## config.mk

```make
export PLATFORM = sky130hd
export DESIGN_NAME = adc_host
export DESIGN_NICKNAME = d
export VERILOG_FILES = /design/src/rtl/adc_host.v /design/src/rtl/adc_sync.v
export VERILOG_INCLUDE_DIRS = /design/src /design/src/rtl
export SDC_FILE = /design/constraint.sdc
export NUM_CORES = 1
export LEC_CHECK = 0
export BUFFER_PORTS_ARGS = -buffer_cell sky130_fd_sc_hd__buf_2
export CAP_MARGIN = 10
export CORE_MARGIN = 2
export CORE_UTILIZATION = 40
export DETAILED_ROUTE_END_ITERATION = 16
export GPL_TIMING_DRIVEN = 0
export SYNTH_ARGS = -nofsm -noshare
export SYNTH_HDL_FRONTEND = slang
export SYNTH_SLANG_ARGS = --single-unit
export TNS_END_PERCENT = 20
```

## constraint.sdc

```tcl
create_clock -name clk -period 6.29 [get_ports clk]
set_input_delay 0.3145 -clock clk [delete_from_list [all_inputs] [get_ports clk]]
set_output_delay 0.3145 -clock clk [all_outputs]
set_load 0.005 [all_outputs]
```

## src/rtl/adc_defs.vh

```
// Constants and timing figures for the DRAM card host controller
`ifndef ADC_DEFS_VH
`define ADC_DEFS_VH
`define ADC_CLK_MHZ        20
`define ADC_ROW_BITS       10
`define ADC_COL_BITS       10
`define ADC_DATA_BITS      32
`define ADC_LANES          4
`define ADC_ROWS           1024
// Times in ns, except where the name says otherwise
`define ADC_T_RC_NS        130
`define ADC_T_RP_NS        50
`define ADC_T_RAS_NS       70
`define ADC_T_RCD_NS       20
`define ADC_T_CAS_NS       20
`define ADC_T_CP_NS        10
`define ADC_T_CSR_NS       10
`define ADC_T_CHR_NS       10
`define ADC_T_RPS_NS       130
`define ADC_T_RASS_US      100
`define ADC_T_REF_MS       128
`define ADC_T_BURST_US     300
`define ADC_T_DIST_US      125
// Least times round up, at least one cycle
`define ADC_CYC_UP(ns)     (((ns) * `ADC_CLK_MHZ + 999) / 1000 < 1 ? 1 : \
                            ((ns) * `ADC_CLK_MHZ + 999) / 1000)
// Longest time (refresh spacing) rounds down
`define ADC_REFI_CYC       ((`ADC_T_REF_MS * 1000 * `ADC_CLK_MHZ) / `ADC_ROWS)
`define ADC_RASS_CYC       (`ADC_T_RASS_US * `ADC_CLK_MHZ)
`define ADC_DIST_CYC       (`ADC_T_DIST_US * `ADC_CLK_MHZ)
`endif

```

## src/rtl/adc_host.v

```verilog
// Host controller that drives the DRAM card strobes, address and data pins
`timescale 1ns/10ps
`include "adc_defs.vh"
module adc_host #(
  parameter REFI_CYC = `ADC_REFI_CYC,  // Distributed COL_BEFORE_ROW_REFRESH spacing, per row
  parameter RASS_CYC = `ADC_RASS_CYC,  // Self-refresh entry row-low time
  parameter DW       = `ADC_DATA_BITS
) (
  input  wire          clk,
  input  wire          reset,
  // User request port
  input  wire          req_valid,      // Access request
  output wire          req_ready,      // Request taken this cycle
  input  wire          req_write,      // 1 write, 0 read
  input  wire [19:0]   req_addr,       // Row in [19:10], column in [9:0]
  input  wire [3:0]    req_be,         // Byte lanes
  input  wire [DW-1:0] req_wdata,      // Write data
  input  wire          req_page,       // Keep row open for a following access
  output reg           rsp_valid,      // One-cycle pulse with read data
  output reg  [DW-1:0] rsp_rdata,      // Read data
  input  wire          self_ref_req,   // Level: hold card in self refresh
  output reg           self_ref_act,   // Card is in self refresh
  // Card pins
  output reg           row_strobe_n,
  output reg  [3:0]    col_strobe_n,
  output reg           wr_en_n,
  output reg  [9:0]    mux_addr,
  input  wire [DW-1:0] data_io_i,
  output reg  [DW-1:0] data_io_o,
  output reg           data_io_oe_n
);
  localparam [3:0] S_IDLE = 4'h0, S_RAS = 4'h1, S_CAS = 4'h2, S_CASH = 4'h3,
                   S_PRE = 4'h4, S_CBR_C = 4'h5, S_CBR_R = 4'h6, S_SELF = 4'h7,
                   S_SELF_X = 4'h8, S_BURST = 4'h9, S_PAGE = 4'ha;
  localparam integer C_RCD = `ADC_CYC_UP(`ADC_T_RCD_NS);
  localparam integer C_SYN = 3;  // Pin synchroniser chain depth on read data
  // Column low spans access time, the three-flop chain and its agree step
  localparam integer C_CAS = `ADC_CYC_UP(`ADC_T_CAS_NS) + C_SYN + 2;
  localparam integer C_CP  = `ADC_CYC_UP(`ADC_T_CP_NS);
  localparam integer C_RP  = `ADC_CYC_UP(`ADC_T_RP_NS);
  localparam integer C_RAS = `ADC_CYC_UP(`ADC_T_RAS_NS);
  localparam integer C_CSR = `ADC_CYC_UP(`ADC_T_CSR_NS);
  localparam integer C_RPS = `ADC_CYC_UP(`ADC_T_RPS_NS);
  localparam [10:0]  C_ROWS = `ADC_ROWS;  // Rows in a post-exit burst

  // Saturating-free width helper for counter loads
  function [23:0] cnt24;
    input integer v;
    begin
      cnt24 = v[23:0];
    end
  endfunction

  reg  [3:0]    st_q;        // Controller state
  reg  [23:0]   tmr_q;       // Phase timer
  reg  [23:0]   refi_q;      // Refresh interval counter
  reg           ref_due_q;   // A distributed refresh is owed
  reg  [10:0]   burst_q;     // Rows left in post-exit burst
  reg  [9:0]    open_row_q;  // Row held open in page mode
  reg           wr_q;        // Current access is a write
  reg           page_q;      // Row to stay open after this access
  wire [DW-1:0] rd_sync;     // Synchronised data pins
  reg  [9:0]    hcol_q;      // Column of the request taken at idle
  reg           hwr_q;       // Its write flag
  reg  [3:0]    hbe_q;       // Its byte lanes
  reg  [DW-1:0] hwdata_q;    // Its write data
  reg           hpage_q;     // Its page flag
  reg  [3:0]    req_be_q;    // Lanes of the access being issued
  reg  [7:0]    ras_cnt_q;   // Row low time, saturating
  // Fields only stand until taken, so a row open uses the held copy; a page hit is live
  wire          from_hold  = (st_q == S_RAS);
  wire [9:0]    col_w      = from_hold ? hcol_q : req_addr[9:0];
  wire          wr_w       = from_hold ? hwr_q : req_write;
  wire [3:0]    be_w       = from_hold ? hbe_q : req_be;
  wire [DW-1:0] wdata_w    = from_hold ? hwdata_q : req_wdata;
  wire          page_w     = from_hold ? hpage_q : req_page;
  // Page may only continue while the row has not been low too long
  wire          tmr_ras_ok = (ras_cnt_q != 8'hff);

  adc_sync #(.W(DW)) u_sync (
    .clk   (clk),
    .reset (reset),
    .din   (data_io_i),
    .dout  (rd_sync)
  );

  wire tmr_done = (tmr_q == 24'h000000);
  // Take a request at idle, or in page state when it hits the open row
  // Refused while a post-exit burst is pending, since idle would start a refresh
  assign req_ready = req_valid && !ref_due_q && !self_ref_req && (burst_q == 11'h000) &&
                     ((st_q == S_IDLE) ||
                      (st_q == S_PAGE && tmr_ras_ok &&
                       req_addr[19:10] == open_row_q));

  // Refresh interval: one COL_BEFORE_ROW_REFRESH per row slice so all rows meet the period
  always @(posedge clk) begin
    if (reset) begin
      refi_q    <= 24'h000000;
      ref_due_q <= 1'b0;
    end else begin
      if (refi_q >= cnt24(REFI_CYC) - 24'h000001) begin
        refi_q    <= 24'h000000;
        ref_due_q <= 1'b1;                                // Set wins over clear
      end else begin
        refi_q <= refi_q + 24'h000001;
        if (st_q == S_CBR_R && tmr_done)
          ref_due_q <= 1'b0;
      end
    end
  end

  // Main sequencer
  always @(posedge clk) begin
    if (reset) begin
      st_q         <= S_IDLE;
      tmr_q        <= 24'h000000;
      burst_q      <= 11'h000;
      open_row_q   <= 10'h000;
      wr_q         <= 1'b0;
      page_q       <= 1'b0;
      hcol_q       <= 10'h000;
      hwr_q        <= 1'b0;
      hbe_q        <= 4'h0;
      hwdata_q     <= {DW{1'b0}};
      hpage_q      <= 1'b0;
      rsp_valid    <= 1'b0;
      rsp_rdata    <= {DW{1'b0}};
      self_ref_act <= 1'b0;
      row_strobe_n <= 1'b1;
      col_strobe_n <= 4'hf;
      wr_en_n      <= 1'b1;
      mux_addr     <= 10'h000;
      data_io_o    <= {DW{1'b0}};
      data_io_oe_n <= 1'b1;
    end else begin
      rsp_valid <= 1'b0;
      if (!tmr_done)
        tmr_q <= tmr_q - 24'h000001;
      case (st_q)
        S_IDLE: begin
          // Both strobes high: standby with the bus released
          row_strobe_n <= 1'b1;
          col_strobe_n <= 4'hf;
          data_io_oe_n <= 1'b1;
          wr_en_n      <= 1'b1;
          if (ref_due_q || self_ref_req || burst_q != 11'h000) begin
            // COL_BEFORE_ROW_REFRESH: column strobes low first, write enable high
            col_strobe_n <= 4'h0;
            tmr_q        <= cnt24(C_CSR - 1);
            st_q         <= S_CBR_C;
          end else if (req_ready) begin
            mux_addr     <= req_addr[19:10];
            open_row_q   <= req_addr[19:10];
            // Keep the rest of the request for the column phase
            hcol_q       <= req_addr[9:0];
            hwr_q        <= req_write;
            hbe_q        <= req_be;
            hwdata_q     <= req_wdata;
            hpage_q      <= req_page;
            row_strobe_n <= 1'b0;
            tmr_q        <= cnt24(C_RCD - 1);
            st_q         <= S_RAS;
          end
        end
        S_RAS, S_PAGE: begin
          if (st_q == S_PAGE && ((!req_page && !req_valid) || !tmr_ras_ok)) begin
            // Page closed or row low too long: row strobe high ends the page
            row_strobe_n <= 1'b1;
            tmr_q        <= cnt24(C_RP - 1);
            st_q         <= S_PRE;
          end else if (st_q == S_PAGE && !req_ready) begin
            if (req_valid || ref_due_q || self_ref_req) begin
              row_strobe_n <= 1'b1;                        // Row miss or refresh
              tmr_q        <= cnt24(C_RP - 1);
              st_q         <= S_PRE;
            end
          end else if (tmr_done) begin
            // Column phase: write enable and data settle before the strobe
            mux_addr     <= col_w;
            wr_q         <= wr_w;
            page_q       <= page_w;
            wr_en_n      <= ~wr_w;
            data_io_o    <= wdata_w;
            data_io_oe_n <= ~wr_w;
            tmr_q        <= cnt24(C_CAS - 1);
            st_q         <= S_CAS;
          end
        end
        S_CAS: begin
          // Strobe falls a cycle after address, write enable and data
          col_strobe_n <= ~req_be_q;
          if (tmr_done) begin
            if (!wr_q) begin
              rsp_rdata <= rd_sync;
              rsp_valid <= 1'b1;
            end
            col_strobe_n <= 4'hf;
            data_io_oe_n <= 1'b1;
            tmr_q        <= cnt24(C_CP - 1);
            st_q         <= S_CASH;
          end
        end
        S_CASH: begin
          if (tmr_done) begin
            wr_en_n <= 1'b1;
            if (page_q && tmr_ras_ok) begin
              st_q <= S_PAGE;
            end else begin
              row_strobe_n <= 1'b1;
              tmr_q        <= cnt24(C_RP - 1);
              st_q         <= S_PRE;
            end
          end
        end
        S_PRE: begin
          col_strobe_n <= 4'hf;
          if (tmr_done)
            st_q <= S_IDLE;
        end
        S_CBR_C: begin
          if (tmr_done) begin
            row_strobe_n <= 1'b0;
            tmr_q        <= self_ref_req ? cnt24(RASS_CYC - 1) : cnt24(C_RAS - 1);
            st_q         <= self_ref_req ? S_SELF : S_CBR_R;
          end
        end
        S_CBR_R: begin
          if (tmr_done) begin
            row_strobe_n <= 1'b1;
            col_strobe_n <= 4'hf;
            if (burst_q != 11'h000)
              burst_q <= burst_q - 11'h001;
            tmr_q <= cnt24(C_RP - 1);
            st_q  <= S_PRE;
          end
        end
        S_SELF: begin
          // Row held low past the entry time: card refreshes itself
          if (tmr_done)
            self_ref_act <= 1'b1;
          if (!self_ref_req && tmr_done) begin
            row_strobe_n <= 1'b1;
            col_strobe_n <= 4'hf;
            tmr_q        <= cnt24(C_RPS - 1);
            st_q         <= S_SELF_X;
          end
        end
        S_SELF_X: begin
          if (tmr_done) begin
            self_ref_act <= 1'b0;
            burst_q      <= C_ROWS;
            st_q         <= S_IDLE;
          end
        end
        default: st_q <= S_IDLE;
      endcase
    end
  end

  // Byte lanes of the access being issued, held through the column phase
  always @(posedge clk) begin
    if (reset)
      req_be_q <= 4'h0;
    else if (st_q == S_RAS || st_q == S_PAGE)
      req_be_q <= wr_w ? be_w : 4'hf;
  end

  // Row low time guard for page continuation
  always @(posedge clk) begin
    if (reset || row_strobe_n)
      ras_cnt_q <= 8'h00;
    else if (ras_cnt_q != 8'hff)
      ras_cnt_q <= ras_cnt_q + 8'h01;
  end
endmodule // adc_host

```

## src/rtl/adc_sync.v

```verilog
// Three-stage input synchroniser for card pins
`timescale 1ns/10ps
module adc_sync #(
  parameter W = 32
) (
  input  wire         clk,
  input  wire         reset,
  input  wire [W-1:0] din,
  output reg  [W-1:0] dout
);
  reg [W-1:0] s1_q;  // First stage, read only by the second
  reg [W-1:0] s2_q;  // Second stage
  reg [W-1:0] s3_q;  // Third stage
  // Shift chain; output updates only when stages two and three agree per bit
  always @(posedge clk) begin
    if (reset) begin
      s1_q <= {W{1'b0}};
      s2_q <= {W{1'b0}};
      s3_q <= {W{1'b0}};
      dout <= {W{1'b0}};
    end else begin
      s1_q <= din;
      s2_q <= s1_q;
      s3_q <= s2_q;
      dout <= (s2_q & s3_q) | (~(s2_q ^ s3_q) & s3_q) | ((s2_q ^ s3_q) & dout);
    end
  end
endmodule // adc_sync

```

After elaboration in Yosys (flattened, before gate mapping):

Index checks and enable logic that the tools add are counted.

* add/subtract/negate cells: 4
* multipliers: 0
* div/mod/pow operators: 0
* magnitude comparators: 1
* equality and inequality tests: 31
* shift-type cells: 0
* mux-type cells: 70
* bitwise logic cells: 15
* reduce and logical (&&, ||, !) cells: 54

Operators with widths (number)
* 24-bit two-way mux: 12
* 24-bit case mux with 6 select lines: 1
* 32-bit bitwise AND: 3
* 4-bit two-way mux: 19
* 32-bit bitwise OR: 2
* 10-bit two-way mux: 6
* 11-bit two-way mux: 4
* 32-bit two-way mux: 1
* 32-bit inverter: 1
* 4-bit case mux with 8 select lines: 1
* 32-bit bitwise XOR: 1
* 2-bit inequality test, second input constant: 13
* 24-bit by 1-bit adder with 24-bit output, second input constant: 1
* 24-bit by 12-bit greater-or-equal comparator with 1-bit output, second input constant: 1
* 24-bit logical NOT: 1
* 24-bit by 1-bit subtractor with 24-bit output, second input constant: 1
* 11-bit case mux with 2 select lines: 1
* 10-bit case mux with 2 select lines: 1
* 4-bit case mux with 5 select lines: 1
* 1-bit two-way mux: 19
* 4-bit by 3-bit == test with 1-bit output, second input constant: 4
* 1-bit logical AND: 12
* 3-bit AND reduction: 4
* 11-bit logical NOT: 1
* 31 further kinds: 64

* bits in registers: 347
* bits in latches: 0
* memory bits (writable): 0
* ROM bits: 0
* input port bits: 94
* output and inout port bits: 84
* word-level logic and storage cells: 203
* memories kept: 0

Depth between registers and ports, before layout:

Gate-level depths: netlist of the first run.

* depth after elaboration: 10
* gate-level depth with buffers: 12
* depth with buffers taken out: 9

Modules after synthesis:

Synthesis of the first run repeated with hierarchy kept, for this count alone.

* cells, all modules: 1560
* area total of the unflattened synthesis: 13929.6 um^2

Modules (own cells, without submodules)
* adc_host: times used 1, cells an instance 1226, area an instance 9998.3 um^2
* adc_sync: times used 1, cells an instance 334, area an instance 3931.3 um^2

Worst setup path after synthesis of the first run:

OpenSTA, ideal clock, no wires.

* kind: flip-flop to flip-flop
* start: register tmr_q[15]
* end: register tmr_q[0]
* setup time: 0.128 ns
* data arrival time: 2.486 ns
* required time: 6.162 ns
* setup slack: 3.676 ns
* stages on the path, launching flop included: 12
* cells stage by stage: dfxtp_1 or4_4 nor3b_4 and3_1 buf_6 inv_4 buf_6 buf_6 ha_1 a41oi_1 a2111oi_0 nor2_1

* cells in the longest elaborated chain, start to end: 6
* elaborated cells on any way between the ends: 15
* those cells by class: mux (13); reduce/logical (2)

RTL lines
* start: declaration: line adc_host.v:55 `reg [23:0] tmr_q;`
* start signal: assignment: line adc_host.v:138 `tmr_q <= tmr_q - 24'h000001;`
* start signal: assignment: line adc_host.v:149 `tmr_q <= cnt24(C_CSR - 1);`
* start signal: assignment: line adc_host.v:161 `tmr_q <= cnt24(C_RCD - 1);`
* 24-bit logical NOT *: line adc_host.v:87 `wire tmr_done = (tmr_q == 24'h000000);`
* 24-bit two-way mux: line adc_host.v:137 `if (!tmr_done)`
* 24-bit two-way mux, on equally long branches: line adc_host.v:177, adc_host.v:172
* 24-bit two-way mux: line adc_host.v:171 `end else if (st_q == S_PAGE && !req_ready) begin`
* 24-bit two-way mux: line adc_host.v:166 `if (st_q == S_PAGE && ((!req_page && !req_valid) || !tmr_ras_ok)) begin`
* 24-bit case mux with 6 select lines *: line adc_host.v:139 `case (st_q)`

Mark *: on every way between the ends. The rest lies on a longest branch, timed or not.
A chain may end at the register's enable or synchronous reset.

Final worst setup path of the first run:

* start: register st_q[2]
* end: register data_io_o[16]

* cells in the longest elaborated chain, start to end: 9
* elaborated cells on any way between the ends: 15
* those cells by class: eq/ne (2); mux (1); bitwise (2); reduce/logical (10)

RTL lines
* start: declaration: line adc_host.v:54 `reg [3:0] st_q;`
* start signal: assignment: line adc_host.v:224 `st_q <= self_ref_req ? S_SELF : S_CBR_R;`
* 4-bit == test
* 1-bit logical AND (2 in a row): line adc_host.v:92 `(st_q == S_PAGE && tmr_ras_ok &&`
* 1-bit logical OR: line adc_host.v:91 `((st_q == S_IDLE) ||`
* 1-bit logical AND: line adc_host.v:90 `assign req_ready = req_valid && !ref_due_q && !self_ref_req && (burst_q == 11'h000) &&`
* 1-bit logical NOT: line adc_host.v:171
* 1-bit logical AND: line adc_host.v:171
* 1-bit inverter (no line)
* 4-bit AND reduction (no line)
* end signal: assignment: line adc_host.v:133 `data_io_o <= {DW{1'b0}};`
* end signal: assignment: line adc_host.v:183 `data_io_o <= wdata_w;`
* end: declaration: line adc_host.v:29 `output reg [DW-1:0] data_io_o,`

Parallel ways exist; a longest one is shown, timed or not.

==> results of run 1 <==
[power by group through the flow]
stage / Combinational [mW] / Clock (mW) / Sequential (mW)
CTS: 2.34 / 2.25 / 2.60
detailed placement: 2.31 / 0 / 2.65
floorplan: 1.62 / 0 / 2.64
global route: 2.58 / 2.35 / 2.63
finish: 2.34 / 2.20 / 2.60
global placement: 2.32 / 0 / 2.64
[state kept, by name (all words and copies together), names as in the netlist, 32 cells and up]
signal       count
u_sync.dout     32
rsp_rdata       32
u_sync.s2_q     32
u_sync.s1_q     32
u_sync.s3_q     32
data_io_o       32
hwdata_q        32
[metal layers]
metal / track usage (%) / part of all wire [%] / wire length, um / vias to the layer above
met1: 25.8 / 47 / 16200 / 5170
met5: 0 / 0.035 / 12 / -
met3: 4.00 / 5.6 / 1920 / 62
met2: 31.8 / 45 / 15700 / 266
li1: - / - / - / 5622
met4: 5.77 / 2.1 / 741 / 2
[cells by family after synthesis]
| logic type | count (synthesis) | share of synthesized area [%] |
|---|---|---|
| buffers and inverters | 102 | 3.15 |
| other | 1 | 0.0280 |
| DFF | 347 | 51.9 |
| muxes | 26 | 1.98 |
| AOI/OAI and AO/OA | 264 | 12.3 |
| adders and majority gates | 41 | 3.82 |
| xor gates and xnor gates | 47 | 3.07 |
| and+or+nand+nor | 680 | 23.8 |
[area by class of cell]
| type | instances | share of cell area (%) |
|---|---|---|
| inverter | 10 | 0.244 |
| clock buffer | 55 | 6.74 |
| multi-input combinational | 1070 | 37.0 |
| sequential | 347 | 42.4 |
| buffer | 92 | 2.33 |
| tap | 442 | 3.37 |
| timing repair buffer | 203 | 7.02 |
| antenna | 3 | 0.0458 |
| clock inverter | 11 | 0.946 |
[synthesized netlist by cell type, types with 3 or more instances]
cell | n | area share, %
a311oi_1 | 38 | 2.5
and3_1 | 10 | 0.47
clkbuf_1 | 78 | 2.2
o31ai_1 | 5 | 0.28
buf_2 | 8 | 0.30
nand4_1 | 15 | 0.70
ha_1 | 40 | 3.7
a21boi_0 | 3 | 0.17
nor4_1 | 12 | 0.56
nand2b_1 | 8 | 0.37
and2_1 | 4 | 0.19
or4_1 | 6 | 0.34
xor2_1 | 24 | 1.6
a211oi_1 | 8 | 0.45
nand3_1 | 20 | 0.75
xnor2_1 | 23 | 1.5
a31oi_1 | 6 | 0.28
a221o_1 | 4 | 0.30
nor3_1 | 31 | 1.2
buf_6 | 3 | 0.25
dfxtp_1 | 347 | 52
o21ai_1 | 3 | 0.11
mux2i_1 | 24 | 1.8
or2_2 | 3 | 0.14
a21oi_1 | 153 | 5.7
o21ai_0 | 16 | 0.60
or3_1 | 7 | 0.33
nand2_1 | 290 | 8.1
o21a_1 | 4 | 0.22
nor2_1 | 153 | 4.3
and4b_1 | 3 | 0.22
inv_1 | 8 | 0.22
nor2b_1 | 102 | 4.8
[per-stage QoR]
step	utilization [%]	cells	instance area [um2]	power (mW)
detailed placement	45.3	2137	14900	4.96
CTS	50.0	2230	16400	7.19
floorplan	-	1519	13400	4.25
global placement	45.3	2137	14900	4.96
global route	50.0	2232	16400	7.57
finish	50.0	2233	16400	7.14
[worst max path at each step]
stage / to / slack [ns] / cells after the start
4_1_cts: data_io_o[16] / 2.76 / 9
5_1_grt: data_io_o[13] / 2.57 / 9
3_5_place_dp: data_io_o[13] / 2.79 / 9
6_report: data_io_o[16] / 2.79 / 9
2_1_floorplan: tmr_q[0] / 3.68 / 11
3_3_place_gp: data_io_o[18] / 2.72 / 9
[layout by cell type (no fill, tap or decap), types with 6 or more instances in the layout]
| master | instances |
|---|---|
| a211oi_1 | 8 |
| a21oi_1 | 153 |
| a311oi_1 | 38 |
| a31oi_1 | 6 |
| and3_1 | 10 |
| buf_2 | 184 |
| clkbuf_1 | 86 |
| clkbuf_16 | 38 |
| clkbuf_8 | 9 |
| conb_1 | 12 |
| dfxtp_1 | 347 |
| dlygate4sd3_1 | 27 |
| ha_1 | 40 |
| inv_1 | 8 |
| mux2i_1 | 24 |
| nand2_1 | 290 |
| nand2b_1 | 8 |
| nand3_1 | 20 |
| nand4_1 | 15 |
| nor2_1 | 153 |
| nor2b_1 | 102 |
| nor3_1 | 31 |
| nor4_1 | 12 |
| o21ai_0 | 16 |
| or3_1 | 7 |
| or4_1 | 6 |
| xnor2_1 | 23 |
| xor2_1 | 24 |
[worst register-to-register path, stage by stage (launching register included)]
cell	delay (ns)
dfxtp_1	0.29
clkbuf_1	0.19
nor2_1	0.44
nand2_1	0.36
mux2i_2	0.62
a31oi_1	0.33
nor2_1	0.41
buf_2	0.34
buf_2	0.28
a311oi_1	0.12
==> results.sh, run 1 <==
export IMPL_status="completed"
export IMPL_drc=0
export IMPL_whs_endpoint="u_sync.s1_q[28]"
export IMPL_final_min_clock_period_ns=3.50
export IMPL_die_h_um=187
export IMPL_rr_endpoint="data_io_o[16]"
export IMPL_drv_cap=0
export IMPL_final_max_slew_viol_count=0
export IMPL_dp_hpwl_mm=24.7
export IMPL_fmax_mhz=286
export IMPL_cpPeakStageDelay_ns=0.61
export IMPL_crit_slowest_cell="mux2i_2"
export IMPL_core_mm2=0.0328
export IMPL_drtIter0Drc=482
export IMPL_endpoint_kind="flop"
export IMPL_crit_family="simple AND/OR/NAND/NOR gates"
export IMPL_fin_setup_tns_ns=0
export IMPL_holdBufCountCts=27
export IMPL_p_int_mw=4.65
export IMPL_period_share_pct=55.6
export IMPL_globalplace_congestion=0.919
export IMPL_initial_core_util_pct=40.8
export IMPL_p_seq_share_pct=36.5
export IMPL_die_area_mm2=0.0349
export IMPL_cts_tree="yes"
export IMPL_yosysSeqAreaShare_pct=51.9
export IMPL_syn_area_mm2=0.0134
export IMPL_antenna_found_initial=5
export IMPL_port_buffers=176
export IMPL_path_clk_slew_ns=0.06
export IMPL_first_global_vias=10600
export IMPL_ir_drop_mv=0.218
export IMPL_rows=66
export IMPL_grt_use_total_pct=19.4
export IMPL_setup_ws_ns=2.79
export IMPL_root_buffer="clkbuf_16"
export IMPL_netSwitchingFraction_pct=34.9
export IMPL_skew_ns=0.0168
export IMPL_crit_type="flop to flop"
export IMPL_worstSetupStartpointType="flop"
export IMPL_synthDistinctLibCells=74
export IMPL_fillers=3175
export IMPL_multiInputGateArea_mm2=0.00606
export IMPL_ys_flop_type="dfxtp_1"
export IMPL_p_leak_nw=6.57
export IMPL_io_pins=178
export IMPL_tightest_slew_ns=0.834
export IMPL_nNetsFinal=1896
export IMPL_reg2reg_from="st_q[2]"
export IMPL_whs_path_depth=2
export IMPL_power_density_mw_per_mm2=436
export IMPL_cp_num_buf_inv=3
export IMPL_slew_limit_headroom_pct=44.4
export IMPL_synth_edff_count=0
export IMPL_drive_above_1_share_pct=14.9
export IMPL_grt_overflow_total=0
export IMPL_grt_pass1_wl_mm=55.6
export IMPL_cp_required_ns=6.68
export IMPL_hp_start="data_io_i[28]"
export IMPL_ys_seq_elements=347
export IMPL_finalSetupViolCount=0
export IMPL_drt_vias_per_instance=4.98
export IMPL_hp_class="primary input to flop"
export IMPL_cts_htree_levels=2
export IMPL_rr_worst_depth=9
export IMPL_vias=11100
export IMPL_clk_latency_ns=0.53
export IMPL_die_w_um=187
export IMPL_grt_max_degree=14
export IMPL_comb_power_share_pct=32.8
export IMPL_clock_path_buffers=3
export IMPL_hold_viol=0
export IMPL_rsz0062_at_grt="false"
export IMPL_cts_made_buffers=38
export IMPL_routed_wl_mm=34.5
export IMPL_wl_per_cell_um=15.5
export IMPL_crit_chain="clkbuf_1, nor2_1, nand2_1, mux2i_2, a31oi_1, nor2_1, buf_2, buf_2, a311oi_1"
export IMPL_async_flop_share_pct=0
export IMPL_postRouteAntennaNets=0
export IMPL_rrSetupSlack_ns=2.79
export IMPL_synth_cells=1508
export IMPL_cp_data_arrival_time_ns=3.89
export IMPL_yosysWarnings=0
export IMPL_holdWs_ns=0.0204
export IMPL_seqCellArea_mm2=0.00695
export IMPL_worstPathMaxFanout=10
export IMPL_post_cts_resize_count=0
export IMPL_avgSynthCellArea_um2=8.88
export IMPL_dr_pass1_iters=5
export IMPL_postCtsSetupRepairBufs=0
export IMPL_startpoint="st_q[2]"
export IMPL_clock_power_share_pct=30.8
export IMPL_syn_to_final_growth_pct=22.5
export IMPL_clock_sinks=347
export IMPL_p_sw_mw=2.49
export IMPL_place_ws_ns=2.79
Power figures use the tool's default switching activity.
==> run 2, diff against run 1 <==
- ABC_AREA: unset -> 1
- clock period: 6.29 -> 2.9 ns (I/O delays scaled with it)
==> run 2 against run 1 <==
Sequential share of layout area is 2.6 points lower. Critical path type unchanged. First-iteration DRC count is 26% higher. Via count is 11% higher. Clock-buffer cell count is 1 higher.
==> results.sh, run 2 <==
export IMPL_seqCellArea_mm2=0.00695
export IMPL_yosysWarnings=0
export IMPL_rr_worst_depth=9
export IMPL_hp_class="primary input to flop"
export IMPL_clock_sinks=347
export IMPL_worstPathMaxFanout=10
export IMPL_clock_path_buffers=3
export IMPL_rrSetupSlack_ns=0.33
export IMPL_synth_common_cells="451 x nor2_1, 347 x dfxtp_1, 243 x inv_1"
export IMPL_whs_endpoint="tmr_q[2]"
export IMPL_yosysTopAreaCell="dfxtp_1"
export IMPL_fin_setup_tns_ns=0
export IMPL_synth_cells=1820
export IMPL_grt_overflow_total=0
export IMPL_netSwitchingFraction_pct=36.3
export IMPL_rsz0062_at_grt="false"
export IMPL_syn_to_final_growth_pct=25.9
export IMPL_ys_seq_elements=347
export IMPL_globalplace_congestion=0.874
export IMPL_tightest_slew_ns=0.781
export IMPL_comb_power_share_pct=33.4
export IMPL_io_pins=178
export IMPL_root_buffer="clkbuf_16"
export IMPL_skew_ns=0.0214
export IMPL_status="completed"
export IMPL_final_cell_mix="451 x nor2_1, 347 x dfxtp_1, 243 x inv_1"
export IMPL_cts_tree="yes"
export IMPL_dp_hpwl_mm=25.8
export IMPL_finalSetupViolCount=0
export IMPL_yosysSeqAreaShare_pct=50.0
export IMPL_synthDistinctLibCells=46
export IMPL_p_leak_nw=8.38
export IMPL_cp_required_ns=3.30
export IMPL_drv_cap=0
export IMPL_clk_latency_ns=0.53
export IMPL_syn_area_mm2=0.0139
export IMPL_drt_vias_per_instance=4.72
export IMPL_p_seq_share_pct=36.8
export IMPL_vias=12400
export IMPL_whs_path_depth=3
export IMPL_yosysMostFrequentCell="nor2_1"
export IMPL_cp_data_arrival_time_ns=2.98
export IMPL_synth_edff_count=0
export IMPL_setup_ws_ns=0.326
export IMPL_grt_max_degree=14
export IMPL_port_buffers=176
export IMPL_worstSetupStartpointType="flop"
export IMPL_cts_made_buffers=38
export IMPL_first_global_vias=11900
export IMPL_die_h_um=190
export IMPL_path_clk_slew_ns=0.07
export IMPL_dr_pass1_iters=5
export IMPL_clock_power_share_pct=29.8
export IMPL_antenna_found_initial=1
export IMPL_dpl_cell_area_mm2=0.0154
export IMPL_reg2reg_from="tmr_q[0]"
export IMPL_slew_limit_headroom_pct=47.9
export IMPL_hold_viol=0
export IMPL_period_share_pct=88.8
export IMPL_fmax_mhz=388
export IMPL_postCtsSetupRepairBufs=0
export IMPL_drc=0
export IMPL_ir_drop_mv=0.478
export IMPL_endpoint_kind="flop"
export IMPL_fillers=3339
export IMPL_multiInputGateArea_mm2=0.00571
export IMPL_yosys_top_cells_area="dfxtp_1 50%, nor2_1 12%, inv_1 6.6%"
export IMPL_final_util_pct=50.9
export IMPL_drtIter0Drc=609
export IMPL_place_ws_ns=0.299
export IMPL_async_flop_share_pct=0
export IMPL_synth_top_area_share_pct=50.0
export IMPL_initial_core_util_pct=40.4
export IMPL_grt_pass1_wl_mm=59.5
export IMPL_rr_endpoint="rsp_rdata[27]"
export IMPL_p_int_mw=9.96
export IMPL_nNetsFinal=2271
export IMPL_rows=68
export IMPL_p_sw_mw=5.67
export IMPL_final_common_cell="nor2_1"
export IMPL_final_max_slew_viol_count=0
export IMPL_cts_htree_levels=2
export IMPL_final_min_clock_period_ns=2.57
export IMPL_die_w_um=190
export IMPL_crit_type="flop to flop"
export IMPL_routed_wl_mm=36.3
export IMPL_avgSynthCellArea_um2=7.64
export IMPL_die_area_mm2=0.0362
export IMPL_holdWs_ns=0.133
export IMPL_wl_per_cell_um=13.9
export IMPL_final_area_mm2=0.0175
export IMPL_hp_start="self_ref_req"
export IMPL_postRouteAntennaNets=0
export IMPL_power_density_mw_per_mm2=894
export IMPL_drive_above_1_share_pct=13.3
export IMPL_grt_use_total_pct=20.0
export IMPL_core_mm2=0.0344
export IMPL_ys_flop_type="dfxtp_1"
run 2: area by class of cell:
type | instances | share of cell area (%)
diodes | 1 | 0.0143
plain buffers | 74 | 1.93
clock buffers | 56 | 6.22
clock inverters | 11 | 0.630
inverters | 251 | 5.39
multi-input cells | 1159 | 32.7
flip-flops and latches | 347 | 39.7
well taps | 455 | 3.26
repair buffers | 266 | 10.2
run 2: power by group through the flow:
stage | combinational (mW) | sequential (mW) | clock, mW
after floorplan | 3.68 | 5.81 | 0
after global placement | 5.07 | 5.84 | 0
after detailed placement | 5.11 | 5.85 | 0
after CTS | 5.23 | 5.76 | 4.76
after global routing | 5.94 | 5.83 | 4.95
final | 5.22 | 5.76 | 4.65
run 2: what timing repair did:
action	CTS	global route
resized for setup	0	0
endpoints found under the hold margin	109	0
hold buffers	90	0
run 2: layer usage:
layer	global-route usage, %	vias up	share of wire [%]
li1	-	6409	-
met3	3.42	54	4.5
met1	26.8	5695	48
met4	4.77	0	2.0
met2	33.7	215	46
met5	0	-	0
run 2: logic make-up (layout without fill, tap and decap cells):
group	after synthesis	in the layout	share of synthesized area [%]
AND/OR/NAND/NOR	752	752	22.8
flip-flops	347	347	50.0
AO/OA/AOI/OAI	337	337	13.2
buffers and inverters	325	658	9.21
adder cells (fa/ha/maj)	40	40	3.60
XOR/XNOR	18	18	1.13
other	1	13	0.0270
run 2: per-stage QoR:
| step | total power [mW] | cells |
|---|---|---|
| floorplan | 9.49 | 1831 |
| global placement | 10.9 | 2462 |
| detailed placement | 11.0 | 2462 |
| CTS | 15.7 | 2619 |
| global route | 16.7 | 2620 |
| finish | 15.6 | 2620 |
run 2: worst max path at each step:
stage                     startpoint             to  slack (ns)  cells after the start
after global routing        tmr_q[0]  rsp_rdata[27]        0.07                      9
after CTS                   tmr_q[0]  rsp_rdata[27]        0.27                      9
after floorplan             tmr_q[0]      tmr_q[20]        1.04                     14
final                       tmr_q[0]  rsp_rdata[27]        0.33                      9
after global placement      tmr_q[0]  rsp_rdata[27]        0.27                      9
after detailed placement    tmr_q[0]  rsp_rdata[27]        0.30                      9
run 2: critical path, cell delays in order (launching register included):
cell and delay, ns:
dfxtp_1 0.32, inv_1 0.13, ha_1 0.19, nand3_1 0.11, nor3_1 0.16, nand4_1 0.31
nand3b_1 0.54, clkbuf_1 0.38, nor2_1 0.25, nor2_1 0.06
==> run 3, diff against run 2 <==
- ABC_AREA: 1 -> unset
- CORE_MARGIN: 2 -> 3
==> run 3 against run 2 <==
Non-clock buffer count increased by 22. Critical endpoint is now req_ready. Sequential share of layout area grew 0.81 points. Sequential power shrank 2%. First-iteration DRC count did not move. Fmax down 7.3%. Critical path depth down 2. Critical path type is now flop to primary output. Clock skew shrank 0.012 ns. Total power increased by 0.38%. Via count shrank 7.9%.
==> results.sh, run 3 (synthesis gave the netlist of run 1 again) <==
export IMPL_routed_wl_mm=35.2
export IMPL_tightest_slew_ns=0.859
export IMPL_path_clk_slew_ns=0.06
export IMPL_worstSetupStartpointType="flop"
export IMPL_netSwitchingFraction_pct=34.6
export IMPL_io_pins=178
export IMPL_power_density_mw_per_mm2=915
export IMPL_crit_type="flop to primary output"
export IMPL_p_leak_nw=6.89
export IMPL_final_max_slew_viol_count=0
export IMPL_clock_power_share_pct=29.8
export IMPL_endpoint_kind="primary output"
export IMPL_first_global_vias=11100
export IMPL_clock_sinks=347
export IMPL_die_w_um=189
export IMPL_final_cell_mix="346 x dfxtp_1, 290 x nand2_1, 184 x buf_2"
export IMPL_timing_critical_path_to="req_ready"
export IMPL_rows=66
export IMPL_hp_class="primary input to flop"
export IMPL_reg2reg_from="tmr_q[2]"
export IMPL_cts_made_buffers=37
export IMPL_drt_vias_per_instance=4.96
export IMPL_clk_latency_ns=0.51
export IMPL_die_h_um=189
export IMPL_rrSetupSlack_ns=0.13
export IMPL_cts_htree_levels=2
export IMPL_status="completed"
export IMPL_drtIter0Drc=609
export IMPL_total_power_mw=15.7
export IMPL_antenna_found_initial=0
export IMPL_dp_hpwl_mm=24.8
export IMPL_skew_ns=0.00971
export IMPL_cts_tree="yes"
export IMPL_drc=0
export IMPL_rr_endpoint="tmr_q[10]"
export IMPL_final_common_cell="dfxtp_1"
export IMPL_startpoint="ras_cnt_q[0]"
export IMPL_holdWs_ns=0.254
export IMPL_vias=11400
export IMPL_antenna_cells=0
export IMPL_nNetsFinal=1962
export IMPL_globalplace_congestion=0.923
export IMPL_core_mm2=0.0328
export IMPL_cp_required_ns=2.76
export IMPL_clock_path_buffers=3
export IMPL_postRouteAntennaNets=0
export IMPL_rr_worst_depth=9
export IMPL_die_area_mm2=0.0357
export IMPL_cp_data_arrival_time_ns=2.63
export IMPL_drv_cap=0
export IMPL_grt_pass1_wl_mm=57.3
export IMPL_initial_core_util_pct=40.8
export IMPL_root_buffer="clkbuf_16"
export IMPL_grt_max_degree=14
export IMPL_syn_to_final_growth_pct=28.1
export IMPL_fin_setup_tns_ns=0
export IMPL_dr_pass1_iters=5
export IMPL_final_util_pct=52.3
export IMPL_grt_overflow_total=0
export IMPL_wl_per_cell_um=15.3
export IMPL_rsz0062_at_grt="true"
export IMPL_p_int_mw=10.3
export IMPL_comb_power_share_pct=34.1
export IMPL_final_min_clock_period_ns=2.78
export IMPL_p_seq_share_pct=36.1
export IMPL_finalSetupViolCount=0
export IMPL_hold_viol=0
export IMPL_fmax_mhz=360
export IMPL_port_buffers=176
export IMPL_drive_above_1_share_pct=16.0
export IMPL_ir_drop_mv=0.510
export IMPL_period_share_pct=95.8
export IMPL_worstPathMaxFanout=5
export IMPL_grt_use_total_pct=19.3
export IMPL_slew_limit_headroom_pct=42.3
export IMPL_p_sw_mw=5.43
[run 3: cell count changes in the layout (fill, tap and decap cells not counted), moves of 16 or more]
| cell | before | now |
|---|---|---|
| o21ai_0 | 156 | 16 |
| a311oi_1 | 0 | 37 |
| xnor2_1 | 4 | 23 |
| nand3_1 | 36 | 19 |
| o21ai_1 | 18 | 2 |
| nand2_1 | 185 | 290 |
| nor2b_1 | 0 | 102 |
| inv_1 | 243 | 8 |
| mux2i_1 | 0 | 24 |
| nor2_1 | 451 | 148 |
| a211oi_1 | 34 | 8 |
| a21oi_1 | 94 | 153 |
[run 3: worst max-delay path, stage by stage, from the launching register on]
cell and delay (ns):
dfxtp_1 0.33, ha_1 0.26, nand3_1 0.18, o211ai_1 0.18
nor4_4 0.41, a21oi_1 0.16, nor3_1 0.39, buf_2 0.21
[run 3: final cells by class]
class | count | area (um2)
Clock buffer | 56 | 1140
Timing Repair Buffer | 271 | 1820
Sequential cell | 347 | 6950
Fill cell | 3077 | 15600
Inverter | 10 | 43.8
Buffer | 91 | 390
Multi-Input combinational cell | 1070 | 6170
Clock inverter | 9 | 76.3
Tap cell | 442 | 553
[run 3: worst min-delay path by stage]
stage,startpoint,endpoint,slack [ns],cells past startpoint
after floorplan,data_io_i[0],u_sync.s1_q[0],0.27,1
after global placement,data_io_i[15],u_sync.s1_q[15],0.36,2
after detailed placement,data_io_i[25],u_sync.s1_q[25],0.36,2
after CTS,reset,refi_q[3],0.26,3
after global routing,reset,refi_q[3],0.31,3
final,reset,refi_q[3],0.25,3
[run 3: routing by layer]
metal | vias up | track usage [%] | routed length [um]
met2 | 310 | 31.5 | 16000
met1 | 5274 | 26.4 | 16300
met5 | - | 0 | 0
met4 | 0 | 4.87 | 633
met3 | 52 | 3.91 | 2220
li1 | 5761 | - | -
[run 3: stage by stage]
stage | setup slack, ns | instance area, um2 | std cells
2_1_floorplan | 0.286 | 13400 | 1519
3_3_place_gp | -0.484 | 14900 | 2137
3_5_place_dp | -0.431 | 14900 | 2137
4_1_cts | -0.131 | 17000 | 2293
5_1_grt | -0.0332 | 17100 | 2296
6_report | 0.123 | 17100 | 2296
[run 3: timing repair]
item / CTS / global route
pin swaps: 1 / 8
hold buffers: 90 / 0
gates cloned: 0 / 0
setup buffers: 1 / 4
setup endpoints to repair: 100 / 120
gates resized for setup: 11 / 25
endpoints found under the hold margin: 127 / 0
[run 3: power groups by stage]
stage	clock network, mW	registers [mW]	logic, mW
2_1_floorplan	0	5.72	3.51
3_3_place_gp	0	5.74	4.98
3_5_place_dp	0	5.76	4.97
4_1_cts	4.79	5.66	5.13
5_1_grt	4.98	5.73	5.92
6_report	4.67	5.67	5.35
